### src/logic/output_divider_consts.svh
// Register offsets, field positions, reset values and timing for the output divider control
`ifndef OUTPUT_DIVIDER_CONSTS_SVH
`define OUTPUT_DIVIDER_CONSTS_SVH

`define ADDR_VCO_POST_DIVIDER_LOW        8'h0A
`define ADDR_DIVIDER_SELECT_HIGH         8'h0B
`define ADDR_DISABLED_OUTPUT_LEVEL_CTRL  8'h0E
`define ADDR_GLOBAL_RESET_CTRL           8'h80
`define ADDR_OUTPUT_AND_CALIBRATION_CTRL 8'h84

`define RST_VCO_POST_DIVIDER  10'h00A
`define RST_FINAL_DIVIDER     3'h0
`define RST_DISABLED_LEVEL    2'h0
`define RST_OUTPUT_ENABLE     1'h1
`define RST_RESERVED_BYTE     8'h00

`define BIT_GLOBAL_RESET      7
`define BIT_OUTPUT_ENABLE     2
`define BIT_CALIBRATE         0
`define FLD_FINAL_DIV_HI      6
`define FLD_FINAL_DIV_LO      4
`define FLD_LEVEL_HI          5
`define FLD_LEVEL_LO          4

`define DIV_MIN               10'h00A
`define DIV_MAX               10'h3FE
`define FINAL_CODE_MAX        3'h5

`define LEVEL_HIGH_Z          2'h0
`define LEVEL_DRIVE_HIGH      2'h1
`define LEVEL_DRIVE_LOW       2'h2

`define CLOCK_PERIOD_NS       100
`define CAL_MAX_TIME_MS       10
`define CAL_MAX_CYCLES        ((`CAL_MAX_TIME_MS * 1000000) / `CLOCK_PERIOD_NS)
`define CAL_DEFAULT_CYCLES    (`CAL_MAX_CYCLES / 2)

`endif

### src/logic/output_divider_pkg.sv
// Types shared by the output divider control design
package output_divider_pkg;
  typedef enum logic [1:0] {
    CAL_IDLE = 2'b01,
    CAL_BUSY = 2'b10
  } cal_state_t;
  typedef logic [7:0] byte_t;
  typedef logic [9:0] div_t;
endpackage

### src/logic/output_post_divider.sv
// Divide-by-N then divide-by-2^k counter chain for the output clock
`timescale 1ns/1ns
`include "output_divider_consts.svh"
module output_post_divider #(
  parameter int DIV_W = 10
) (
  // Clock and reset
  input  wire logic             clock_in,
  input  wire logic             rst_b_in,
  // Settings
  input  wire logic [DIV_W-1:0] vco_post_divider_in,
  input  wire logic [2:0]       final_output_divider_in,
  // Clock out
  output logic                  clock_out
);
  logic [DIV_W-1:0] hs_count;
  logic             hs_clock;
  logic [4:0]       ls_count;
  logic             hs_rise;
  logic             ls_tap;
  logic             ls_prev;

  // Half-period count; every ratio gives 50% duty, odd ratios run one cycle short
  always_ff @(posedge clock_in or negedge rst_b_in) begin
    if (!rst_b_in) begin
      hs_count <= '0;
      hs_clock <= 1'b0;
    end else if (hs_count >= (vco_post_divider_in >> 1) - DIV_W'(1)) begin
      hs_count <= '0;
      hs_clock <= ~hs_clock;
    end else begin
      hs_count <= hs_count + DIV_W'(1);
    end
  end

  assign hs_rise = (hs_count == '0) && hs_clock;

  always_ff @(posedge clock_in or negedge rst_b_in) begin
    if (!rst_b_in) begin
      ls_count <= '0;
    end else if (hs_rise) begin
      ls_count <= ls_count + 5'h01;
    end
  end

  always_comb begin
    case (final_output_divider_in)
      3'h0:    ls_tap = hs_clock;
      3'h1:    ls_tap = ls_count[0];
      3'h2:    ls_tap = ls_count[1];
      3'h3:    ls_tap = ls_count[2];
      3'h4:    ls_tap = ls_count[3];
      3'h5:    ls_tap = ls_count[4];
      default: ls_tap = hs_clock;
    endcase
  end

  always_ff @(posedge clock_in or negedge rst_b_in) begin
    if (!rst_b_in) begin
      ls_prev <= 1'b0;
    end else begin
      ls_prev <= ls_tap;
    end
  end

  assign clock_out = ls_prev;
endmodule

### src/logic/calibration_timer.sv
// Bounded-length frequency calibration sequencer
`timescale 1ns/1ns
`include "output_divider_consts.svh"
module calibration_timer #(
  parameter int CAL_CYCLES = `CAL_DEFAULT_CYCLES
) (
  // Clock and reset
  input  wire logic clock_in,
  input  wire logic rst_b_in,
  input  wire logic soft_reset_in,
  // Control
  input  wire logic start_in,
  output logic      busy_out,
  output logic      done_out
);
  import output_divider_pkg::*;
  cal_state_t  state;
  logic [31:0] count;

  always_ff @(posedge clock_in or negedge rst_b_in) begin
    if (!rst_b_in) begin
      state    <= CAL_IDLE;
      count    <= 32'h0;
      done_out <= 1'b0;
    end else if (soft_reset_in) begin
      state    <= CAL_IDLE;
      count    <= 32'h0;
      done_out <= 1'b0;
    end else begin
      done_out <= 1'b0;
      case (state)
        CAL_IDLE: begin
          if (start_in) begin
            state <= CAL_BUSY;
            count <= 32'h0;
          end
        end
        CAL_BUSY: begin
          if (count >= 32'(CAL_CYCLES - 1)) begin
            state    <= CAL_IDLE;
            done_out <= 1'b1;
          end else begin
            count <= count + 32'h1;
          end
        end
        default: state <= CAL_IDLE;
      endcase
    end
  end

  assign busy_out = (state == CAL_BUSY);
endmodule

### src/logic/output_divider_enable_control.sv
// Register file and output path control for the programmable oscillator
// Functional notes
// - High-speed divider ratio is even, 10 to 1022, binary value is ratio.
// - Divider bits 7:0 in low register, bits 9:8 in bits 1:0 next.
// - Last-stage field bits 6:4 divides by 1..32 for codes 0..5.
// - Last-stage divider writes act on the divider at once.
// - Disabled-level bits 5:4: 00 high-Z, 10 low, 01 high, 11 reserved.
// - Global reset bit 7 restores every register default, then clears itself.
// - Output enable bit 2 set drives the clock through an active driver.
// - Output enable clear powers driver down; output takes disabled level.
// - Writing 1 to calibrate bit 0 starts calibration; bit self-clears.
// - Calibration finishes within 10 ms of starting.
`timescale 1ns/1ns
`include "output_divider_consts.svh"
module output_divider_enable_control #(
  parameter int CAL_CYCLES = `CAL_DEFAULT_CYCLES
) (
  // Clock and reset
  input  wire logic                     clock_in,
  input  wire logic                     rst_b_in,
  // Register port from the serial bus engine
  input  wire logic                     reg_write_in,
  input  wire logic                     reg_read_in,
  input  wire output_divider_pkg::byte_t reg_addr_in,
  input  wire output_divider_pkg::byte_t reg_wdata_in,
  output output_divider_pkg::byte_t     reg_rdata_out,
  // Clock output pin
  output logic                          clk_pin_out,
  output logic                          clk_pin_oe_b_out,
  output logic                          driver_powered_out,
  // Status
  output logic                          calibrating_out,
  output logic                          divider_setting_valid_out
);
  import output_divider_pkg::*;

  // Programmed fields
  div_t       vco_post_divider;
  logic [2:0] final_output_divider;
  logic [1:0] disabled_level;
  logic       output_enable;
  logic       freq_calibrate_trigger;

  // Reserved bits, kept so a read-modify-write host sees what it wrote
  byte_t      resv_level;
  logic [1:0] resv_div_high;
  logic       resv_div_high7;
  byte_t      resv_out_ctrl;

  // Internal strobes and status
  logic       soft_reset;
  logic       cal_start;
  logic       cal_busy;
  logic       cal_done;
  logic       divided_clock;
  logic       wr_div_low;
  logic       wr_div_high;
  logic       wr_level;
  logic       wr_ctrl;
  logic       wr_reset;

  // Next values
  div_t       next_vco_post_divider;
  byte_t      next_rdata;
  logic       next_pin;
  logic       next_pin_oe_b;

  // Address compare shared by the write-strobe decoders
  function automatic logic hit(input byte_t a, input byte_t target);
    return a == target;
  endfunction

  function automatic logic div_ok(input div_t d, input logic [2:0] f);
    return !d[0] && d >= `DIV_MIN && d <= `DIV_MAX && f <= `FINAL_CODE_MAX;
  endfunction

  function automatic logic parked_pin(input logic [1:0] level);
    case (level)
      `LEVEL_DRIVE_HIGH: return 1'b1;
      default:           return 1'b0;
    endcase
  endfunction

  function automatic logic parked_oe_b(input logic [1:0] level);
    case (level)
      `LEVEL_DRIVE_LOW:  return 1'b0;
      `LEVEL_DRIVE_HIGH: return 1'b0;
      default:           return 1'b1;
    endcase
  endfunction

  // Write strobes, one per register
  assign wr_div_low  = reg_write_in && hit(reg_addr_in, `ADDR_VCO_POST_DIVIDER_LOW);
  assign wr_div_high = reg_write_in && hit(reg_addr_in, `ADDR_DIVIDER_SELECT_HIGH);
  assign wr_level    = reg_write_in && hit(reg_addr_in, `ADDR_DISABLED_OUTPUT_LEVEL_CTRL);
  assign wr_ctrl     = reg_write_in && hit(reg_addr_in, `ADDR_OUTPUT_AND_CALIBRATION_CTRL);
  assign wr_reset    = reg_write_in && hit(reg_addr_in, `ADDR_GLOBAL_RESET_CTRL);

  assign soft_reset = wr_reset && reg_wdata_in[`BIT_GLOBAL_RESET];

  always_comb begin
    next_vco_post_divider = vco_post_divider;
    if (wr_div_low) begin
      next_vco_post_divider[7:0] = reg_wdata_in;
    end
    if (wr_div_high) begin
      next_vco_post_divider[9:8] = reg_wdata_in[1:0];
    end
  end

  // ratio register; legality is reported, not enforced
  always_ff @(posedge clock_in or negedge rst_b_in) begin
    if (!rst_b_in) begin
      vco_post_divider <= `RST_VCO_POST_DIVIDER;
    end else if (soft_reset) begin
      vco_post_divider <= `RST_VCO_POST_DIVIDER;
    end else begin
      vco_post_divider <= next_vco_post_divider;
    end
  end

  // last-stage field and reserved bits of the select register
  always_ff @(posedge clock_in or negedge rst_b_in) begin
    if (!rst_b_in) begin
      final_output_divider <= `RST_FINAL_DIVIDER;
      resv_div_high        <= 2'h0;
      resv_div_high7       <= 1'b0;
    end else if (soft_reset) begin
      final_output_divider <= `RST_FINAL_DIVIDER;
      resv_div_high        <= 2'h0;
      resv_div_high7       <= 1'b0;
    end else if (wr_div_high) begin
      final_output_divider <= reg_wdata_in[`FLD_FINAL_DIV_HI:`FLD_FINAL_DIV_LO];
      resv_div_high        <= reg_wdata_in[3:2];
      resv_div_high7       <= reg_wdata_in[7];
    end
  end

  always_ff @(posedge clock_in or negedge rst_b_in) begin
    if (!rst_b_in) begin
      disabled_level <= `RST_DISABLED_LEVEL;
    end else if (soft_reset) begin
      disabled_level <= `RST_DISABLED_LEVEL;
    end else if (wr_level) begin
      disabled_level <= reg_wdata_in[`FLD_LEVEL_HI:`FLD_LEVEL_LO];
    end
  end

  // Reserved bits of the level register; field bits held at zero here
  always_ff @(posedge clock_in or negedge rst_b_in) begin
    if (!rst_b_in) begin
      resv_level <= `RST_RESERVED_BYTE;
    end else if (soft_reset) begin
      resv_level <= `RST_RESERVED_BYTE;
    end else if (wr_level) begin
      resv_level <= {reg_wdata_in[7:6], 2'h0, reg_wdata_in[3:0]};
    end
  end

  always_ff @(posedge clock_in or negedge rst_b_in) begin
    if (!rst_b_in) begin
      output_enable <= `RST_OUTPUT_ENABLE;
    end else if (soft_reset) begin
      output_enable <= `RST_OUTPUT_ENABLE;
    // a cleared bit powers the driver down
    end else if (wr_ctrl) begin
      output_enable <= reg_wdata_in[`BIT_OUTPUT_ENABLE];
    end
  end

  // Reserved bits of the control register; enable and trigger held elsewhere
  always_ff @(posedge clock_in or negedge rst_b_in) begin
    if (!rst_b_in) begin
      resv_out_ctrl <= `RST_RESERVED_BYTE;
    end else if (soft_reset) begin
      resv_out_ctrl <= `RST_RESERVED_BYTE;
    end else if (wr_ctrl) begin
      resv_out_ctrl <= {reg_wdata_in[7:3], 1'b0, reg_wdata_in[1], 1'b0};
    end
  end

  // start on a written one; a running cycle is not restarted
  assign cal_start = wr_ctrl && reg_wdata_in[`BIT_CALIBRATE] && !cal_busy;

  // Trigger bit stands while calibrating; a zero write cannot abort
  always_ff @(posedge clock_in or negedge rst_b_in) begin
    if (!rst_b_in) begin
      freq_calibrate_trigger <= 1'b0;
    end else if (soft_reset) begin
      freq_calibrate_trigger <= 1'b0;
    // a new start wins over a same-cycle completion
    end else if (cal_start) begin
      freq_calibrate_trigger <= 1'b1;
    end else if (cal_done) begin
      freq_calibrate_trigger <= 1'b0;
    end
  end

  // calibration sequencer; soft reset aborts a run in progress
  calibration_timer #(
    .CAL_CYCLES(CAL_CYCLES)
  ) u_cal (
    .clock_in      (clock_in),
    .rst_b_in      (rst_b_in),
    .soft_reset_in (soft_reset),
    .start_in      (cal_start),
    .busy_out      (cal_busy),
    .done_out      (cal_done)
  );

  // Counter chain takes the ratio live, so the host must follow the change sequence
  output_post_divider #(
    .DIV_W(10)
  ) u_div (
    .clock_in                (clock_in),
    .rst_b_in                (rst_b_in),
    .vco_post_divider_in     (vco_post_divider),
    .final_output_divider_in (final_output_divider),
    .clock_out               (divided_clock)
  );

  // Read value of the addressed register; unmapped addresses read zero
  always_comb begin
    next_rdata = 8'h00;
    case (reg_addr_in)
      `ADDR_VCO_POST_DIVIDER_LOW: begin
        next_rdata = vco_post_divider[7:0];
      end
      // upper ratio bits beside the last-stage field
      `ADDR_DIVIDER_SELECT_HIGH: begin
        next_rdata = {resv_div_high7, final_output_divider, resv_div_high,
                      vco_post_divider[9:8]};
      end
      `ADDR_DISABLED_OUTPUT_LEVEL_CTRL: begin
        next_rdata = resv_level | {2'h0, disabled_level, 4'h0};
      end
      // reset bit self-clears, so it always reads zero
      `ADDR_GLOBAL_RESET_CTRL: begin
        next_rdata = 8'h00;
      end
      // trigger bit readable for completion polling
      `ADDR_OUTPUT_AND_CALIBRATION_CTRL: begin
        next_rdata = resv_out_ctrl | {5'h00, output_enable, 1'b0, freq_calibrate_trigger};
      end
      default: begin
        next_rdata = 8'h00;
      end
    endcase
  end

  // Read data holds until the next read strobe
  always_ff @(posedge clock_in or negedge rst_b_in) begin
    if (!rst_b_in) begin
      reg_rdata_out <= 8'h00;
    end else if (reg_read_in) begin
      reg_rdata_out <= next_rdata;
    end
  end

  always_comb begin
    next_pin      = divided_clock;
    next_pin_oe_b = 1'b0;
    if (!output_enable) begin
      next_pin      = parked_pin(disabled_level);
      next_pin_oe_b = parked_oe_b(disabled_level);
    end
  end

  // Registered pin drive, so enable changes never glitch the pin
  always_ff @(posedge clock_in or negedge rst_b_in) begin
    if (!rst_b_in) begin
      clk_pin_out      <= 1'b0;
      clk_pin_oe_b_out <= 1'b1;
    end else begin
      clk_pin_out      <= next_pin;
      clk_pin_oe_b_out <= next_pin_oe_b;
    end
  end

  assign driver_powered_out        = output_enable;
  assign calibrating_out           = cal_busy;
  assign divider_setting_valid_out = div_ok(vco_post_divider, final_output_divider);
endmodule

### config.mk
export PLATFORM = sky130hd
export DESIGN_NAME = output_divider_enable_control
export DESIGN_NICKNAME = d
export VERILOG_FILES = /design/src/logic/output_divider_pkg.sv /design/src/logic/output_post_divider.sv /design/src/logic/calibration_timer.sv /design/src/logic/output_divider_enable_control.sv
export VERILOG_INCLUDE_DIRS = /design/src /design/src/logic
export SDC_FILE = /design/constraint.sdc
export NUM_CORES = 1
export LEC_CHECK = 0
export BUFFER_PORTS_ARGS = -buffer_cell sky130_fd_sc_hd__buf_2
export CAP_MARGIN = 20
export CORE_ASPECT_RATIO = 0.9
export CORE_UTILIZATION = 57
export CTS_BUF_LIST = sky130_fd_sc_hd__clkbuf_4
export DETAILED_ROUTE_END_ITERATION = 16
export MAX_ROUTING_LAYER = met4
export PLACE_DENSITY = 0.82
export SYNTH_ARGS = -nofsm -noshare
export SYNTH_HDL_FRONTEND = slang
export SYNTH_SLANG_ARGS = --single-unit
export TNS_END_PERCENT = 30
### constraint.sdc
create_clock -name clock_in -period 2.1 [get_ports clock_in]
set_input_delay 0.315 -clock clock_in [delete_from_list [all_inputs] [get_ports clock_in]]
set_output_delay 0.315 -clock clock_in [all_outputs]
set_load 0.03 [all_outputs]
# Word level (Yosys, flattened, before mapping)
# Cells that the tools add are included.
# op_classes
bitwise	3
n_mux	38
n_reduce_logical	24
n_addsub	4
n_eq_ne	17
magnitude_cmp	5
# op_table
op	count
32-bit two-way mux	3
32-bit case mux with 2 select lines	1
8-bit two-way mux	5
32-bit by 1-bit adder with 32-bit output (second input constant)	1
32-bit by 16-bit >= comparator with 1-bit output (second input constant)	1
8-bit case mux with 4 select lines	1
8-bit by 4-bit equality test with 1-bit output (second input constant)	3
10-bit two-way mux	2
8-bit equality test (second input constant)	2
2-bit two-way mux	8
1-bit two-way mux	14
1-bit logical AND	12
10-bit by 1-bit adder with 10-bit output (second input constant)	1
10-bit >= comparator	1
10-bit by 4-bit >= comparator with 1-bit output (second input constant)	1
10-bit less-or-equal comparator (second input constant)	1
10-bit zero test	1
9-bit by 1-bit subtractor with 10-bit output (second input constant)	1
8-bit by 3-bit bitwise OR with 8-bit output	1
8-bit by 6-bit bitwise OR with 8-bit output	1
2-bit nonzero test	4
3-bit by 2-bit equality test with 1-bit output (second input constant)	2
3-bit equality test (second input constant)	2
3-bit two-way mux	2
other kinds (15)	20
# totals
out_inout_bits	13
register_bits	98
input_bits	20

# Logic depth before layout (Yosys ltp)
# depth
depth_word	7
depth_mapped	12
ltp_nobuf	11

# Hierarchy
# From an unflattened synthesis, not the netlist that was laid out.
# hier_totals
cells_unflattened	545
area_unflattened_um2	5446.5
# modules_own_cells
module	area_each_um2	instances	cells_per_inst
output_divider_enable_control	2598.7	1	258
calibration_timer	1697.9	1	171
output_post_divider	1149.9	1	116

# Least setup slack after synthesis
# No wires, ideal clock.
# synth_timing
path_kind	register to register
start	reg vco_post_divider[1]
end	reg u_div.hs_clock
period_less_slack_ns	2.309
stages_incl_launch_ff	12
arrival_time_ns	2.169
path_slack_ns	-0.209
t_required_ns	1.960
path_cell_list	dfstp_2 > nor3_1 > nand2_1 > xor2_1 > ha_1 > a211o_1 > a21oi_1 > o21ai_0 > o2111ai_1 > a21oi_1 > clkbuf_1 > xor2_1
# synth_between
elab_chain_cells	2
# synth_rtl
item	line	text
from (decl)	output_divider_enable_control.sv:38	div_t vco_post_divider;
from (signal assigned)	output_divider_enable_control.sv:114	vco_post_divider <= `RST_VCO_POST_DIVIDER;
from (signal assigned)	output_divider_enable_control.sv:116	vco_post_divider <= `RST_VCO_POST_DIVIDER;
from (signal assigned)	output_divider_enable_control.sv:118	vco_post_divider <= next_vco_post_divider;
9-bit by 1-bit subtractor with 10-bit output	output_post_divider.sv:28	end else if (hs_count >= (vco_post_divider_in >> 1) - DIV_W'(1)) begin
10-bit >= comparator	output_post_divider.sv:28	
to (signal assigned)	output_post_divider.sv:30	hs_clock <= ~hs_clock;
to (decl)	output_post_divider.sv:17	logic hs_clock;
# No other way between the ends.
# A chain may end at the register's enable or synchronous reset.

# Final worst setup path
# layout_timing
start	reg vco_post_divider[1]
end	reg u_div.hs_count[1]
# layout_between
elab_chain_cells	3
# layout_rtl
item	line	text
9-bit by 1-bit subtractor with 10-bit output	output_post_divider.sv:28	
10-bit >= comparator	output_post_divider.sv:28	
10-bit two-way mux	output_post_divider.sv:28	
to (signal assigned)	output_post_divider.sv:32	hs_count <= hs_count + DIV_W'(1);
to (decl)	output_post_divider.sv:16	logic [DIV_W-1:0] hs_count;
# No other way between the ends.

==> run summary <==
RUN STATUS
----------------------------------------------------------------------------------------
Run status                                                                  complete, but fails checks
Violated checks                                                             negative setup slack

LAYOUT
----------------------------------------------------------------------------------------
Relative area change from synthesis to final layout                               17.57%
Net count, final                                                                     602
Share of cells above drive strength 1                                             24.04%
Final instance count without filler cells                                            669
Diodes inserted                                                                        0
Final core utilization                                                            69.92%

YOSYS
----------------------------------------------------------------------------------------
Share of the yosys chip area belonging to registers                               48.92%
Number of flops mapped to enable cells by yosys                                        0
Number of nets produced by synthesis                                                 537
Top flip-flop cell by instance count after synthesis                             dfrtp_1
Register bit count reported by yosys                                                  94
Cell Area, Synth                                                            0.004821 mm²
Number of distinct standard cells referenced by the synthesized netlist               56
Avg Cell Area, Syn                                                             9.642 µm²
Syn Inst Count                                                                       500
Number of warnings printed during yosys synthesis                                      0
Share of flip-flops with an asynchronous set or reset                             100.0%

TIMING
----------------------------------------------------------------------------------------
Maximum clock frequency                                                        445.4 MHz
Worst rel slew slack                                                              38.89%
Slew of the pin with the lowest slew margin                                     908.9 ps
Maximum clock skew at final layout                                              28.93 ps
Share of the clock period used by the worst path after layout                     106.9%
Post-layout min period                                                           2245 ps
Setup WS post-layout                                                           -145.3 ps
Number of setup violations in the final report                                        12
Setup repair after global routing missed its margin                                 true
Final hold violation count                                                             0
Minimum hold slack                                                              123.4 ps
Fin. max-slew vios                                                                     0

FLOORPLAN
----------------------------------------------------------------------------------------
Number of placement rows                                                              31
Die X                                                                           98.94 µm
Die height                                                                      89.25 µm
Top Ports                                                                             33
Initial core utilization                                                          59.47%
Placeable core region                                                       0.008107 mm²
Total die area                                                              0.008830 mm²

WORST SETUP PATH
----------------------------------------------------------------------------------------
Setup slack of the worst register-to-register path                               -150 ps
Data arrival time at the worst-slack endpoint                                    2650 ps
Crit end category                                                              flip-flop
Critical-path maximum fanout                                                           4
Type of the worst setup path                                                     reg2reg
Worst Setup Start Kind                                                         flip-flop
Data required time at the worst endpoint                                         2500 ps

ROUTE
----------------------------------------------------------------------------------------
Routed via count divided by cell count                                             6.057
First drt pass iteration count                                                         5
Post-detailed-route count of antenna-violating nets                                    0
Final Routed Wirelength                                                         11240 µm
Routed wirelength normalized by instance count                                  16.80 µm
Number of remaining DRC errors                                                         0
Via count                                                                           4052
Initial drt markers                                                                  267

HOLD PATH
----------------------------------------------------------------------------------------
Classification of the worst-slack hold path                                       in2reg

CLOCKING
----------------------------------------------------------------------------------------
Number of buffers between clock root and the deepest sink                              2
# Post-CTS Setup Buffers                                                               0
Clock tree from TritonCTS                                                           done
CTS Root Cell                                                                   clkbuf_4
Clock buffers created by TritonCTS                                                     9
TritonCTS sink count                                                                  94
H-tree levels                                                                          3
Clock-pin slew on the worst setup and hold paths                                  150 ps
Clock latency at the later pin of the worst-skew pair                             450 ps

PLACED DESIGN
----------------------------------------------------------------------------------------
Number of instances in the placed design                                             652
I/O Buffers                                                                           32
Total half-perimeter wirelength after legalization and detailed placement        7861 µm
Global placement routability congestion                                           0.9506

GRT
----------------------------------------------------------------------------------------
Antenna violations before repair                                                       0
Total routing resource utilization after global routing                           27.68%
Via count of the first global-routing pass                                          3896
Largest net degree at the start of global routing                                     41
GRT Residual Overflow                                                                  0
Global-route wire length before repair                                          18490 µm

POWER AND IR DROP
----------------------------------------------------------------------------------------
Worst-case vdd ir drop                                                       0.0005331 V
Leakage dissipation                                                             2.618 nW
Ratio of total power to cell area                                           728.1 mW/mm²

FLOW RUN
----------------------------------------------------------------------------------------
Maximum Capacitance Violations                                                         0

==> path summary, 6_finish.rpt <==
kind | cells after the start | from | to
min reg2reg | 1 | u_div.ls_count[4]$_DFFE_PN0P_ | u_div.ls_count[4]$_DFFE_PN0P_
max in group asynchronous | 3 | rst_b_in | u_cal.state[0]$_DFFE_PN1P_
max | 11 | vco_post_divider[1]$_DFFE_PN1P_ | u_div.hs_count[1]$_DFF_PN0_
max reg2reg | 11 | vco_post_divider[1]$_DFFE_PN1P_ | u_div.hs_count[1]$_DFF_PN0_
min | 3 | reg_wdata_in[3] | resv_out_ctrl[3]$_DFFE_PN0P_
min in group asynchronous | 2 | rst_b_in | u_div.hs_count[1]$_DFF_PN0_
==> worst max-delay path, stage by stage (launching register included) <==
cell       delay, ps
dfstp_2          620
inv_2             70
ha_4             180
nand2b_4         110
nor2_4            50
xnor2_2          130
ha_1             280
o21a_1           180
o2111ai_2        200
a21oi_2          110
buf_4            170
nor2b_1          100
==> kinds of logic after synthesis <==
| kind of cell | Yosys count | share of synthesized area (%) |
|---|---|---|
| compound gates | 106 | 13.81 |
| xor+xnor | 21 | 3.815 |
| fa+ha+maj | 17 | 4.412 |
| buf+inv | 36 | 3.478 |
| flops | 94 | 48.92 |
| mux | 5 | 1.375 |
| simple gates | 221 | 24.19 |
==> flip-flops by register name (all words and copies together), names as in the netlist, 2 cells and up <==
register,flops
u_cal.count,32
resv_level,6
vco_post_divider,10
reg_rdata_out,8
resv_out_ctrl,6
resv_div_high,2
u_div.ls_count,5
u_div.hs_count,10
final_output_divider,3
u_cal.state,2
disabled_level,2
==> placed cells by master (no fill, tap or decap), types with 5 or more instances in the layout <==
cell,count
dfrtp_1,88
nand2_1,56
buf_4,42
nand3_1,40
a21oi_1,38
nor2_1,30
buf_2,30
o21ai_0,19
ha_1,16
and2_1,15
inv_1,12
xnor2_1,11
nand4_1,11
xor2_1,9
clkbuf_4,9
or4_1,8
a22o_1,8
a221oi_1,8
o22ai_1,8
nor2_2,7
and3_1,7
nor2b_1,6
o21ai_1,5
or3_1,5
dfstp_2,5
==> power breakdown <==
part / internal, W / switching, W / total (W)
combinational: 0.000414 / 0.000478 / 0.000892
sequential: 0.00196 / 0.000173 / 0.00214
clock: 0.000488 / 0.000612 / 0.00110
==> cell type report <==
class                   count  area, µm²
flip-flops and latches     94       2360
multi-input cells         370       2442
repair buffers             76      526.8
clock inverters             7      95.09
clock buffers               9      67.56
fillers                   589       2439
well taps                  99      123.9
inverters                  14      52.55
==> per-stage QoR <==
step | setup slack (ps) | cell area [µm²] | total power, W | setup TNS (ps)
final | -145.3 | 5668 | 0.004127 | -1477
after global routing | -237.5 | 5668 | 0.004330 | -3002
after CTS | -99.45 | 5602 | 0.004098 | -976.4
after detailed placement | -114.9 | 5365 | 0.002942 | -1085
after global placement | -42.24 | 5365 | 0.002909 | -365.1
after floorplan | -58.02 | 4850 | 0.002619 | -58.02
==> routing by layer <==
metal | GRT usage, % | part of all wire (%)
met5 | - | 0
met4 | 10.31 | 2.0
met3 | 4.378 | 5.0
met2 | 46.15 | 50
met1 | 34.64 | 43
==> what timing repair did <==
item,CTS,global route
hold endpoints to repair,32,0
pin swaps,12,7
resized for setup,17,14
setup endpoints to repair,12,25
hold buffers,1,0
==> synth_stat cells, types with 6 or more instances <==
| cell type | instances | area share (%) |
|---|---|---|
| nand4_1 | 11 | 1.4 |
| nand3_1 | 40 | 4.2 |
| clkbuf_1 | 12 | 0.93 |
| inv_1 | 14 | 1.1 |
| dfrtp_1 | 89 | 46 |
| a22o_1 | 8 | 1.5 |
| and3_1 | 7 | 0.91 |
| and2_1 | 15 | 1.9 |
| o21ai_0 | 20 | 2.1 |
| nand2_1 | 57 | 4.4 |
| o22ai_1 | 8 | 1.0 |
| a221oi_1 | 8 | 1.5 |
| xnor2_1 | 12 | 2.2 |
| or4_1 | 8 | 1.2 |
| nor2_1 | 38 | 3.0 |
| nor4_1 | 8 | 1.0 |
| nor2b_1 | 6 | 0.78 |
| a21oi_1 | 39 | 4.0 |
| xor2_1 | 9 | 1.6 |
| ha_1 | 17 | 4.4 |
Power figures use the tool's default switching activity.
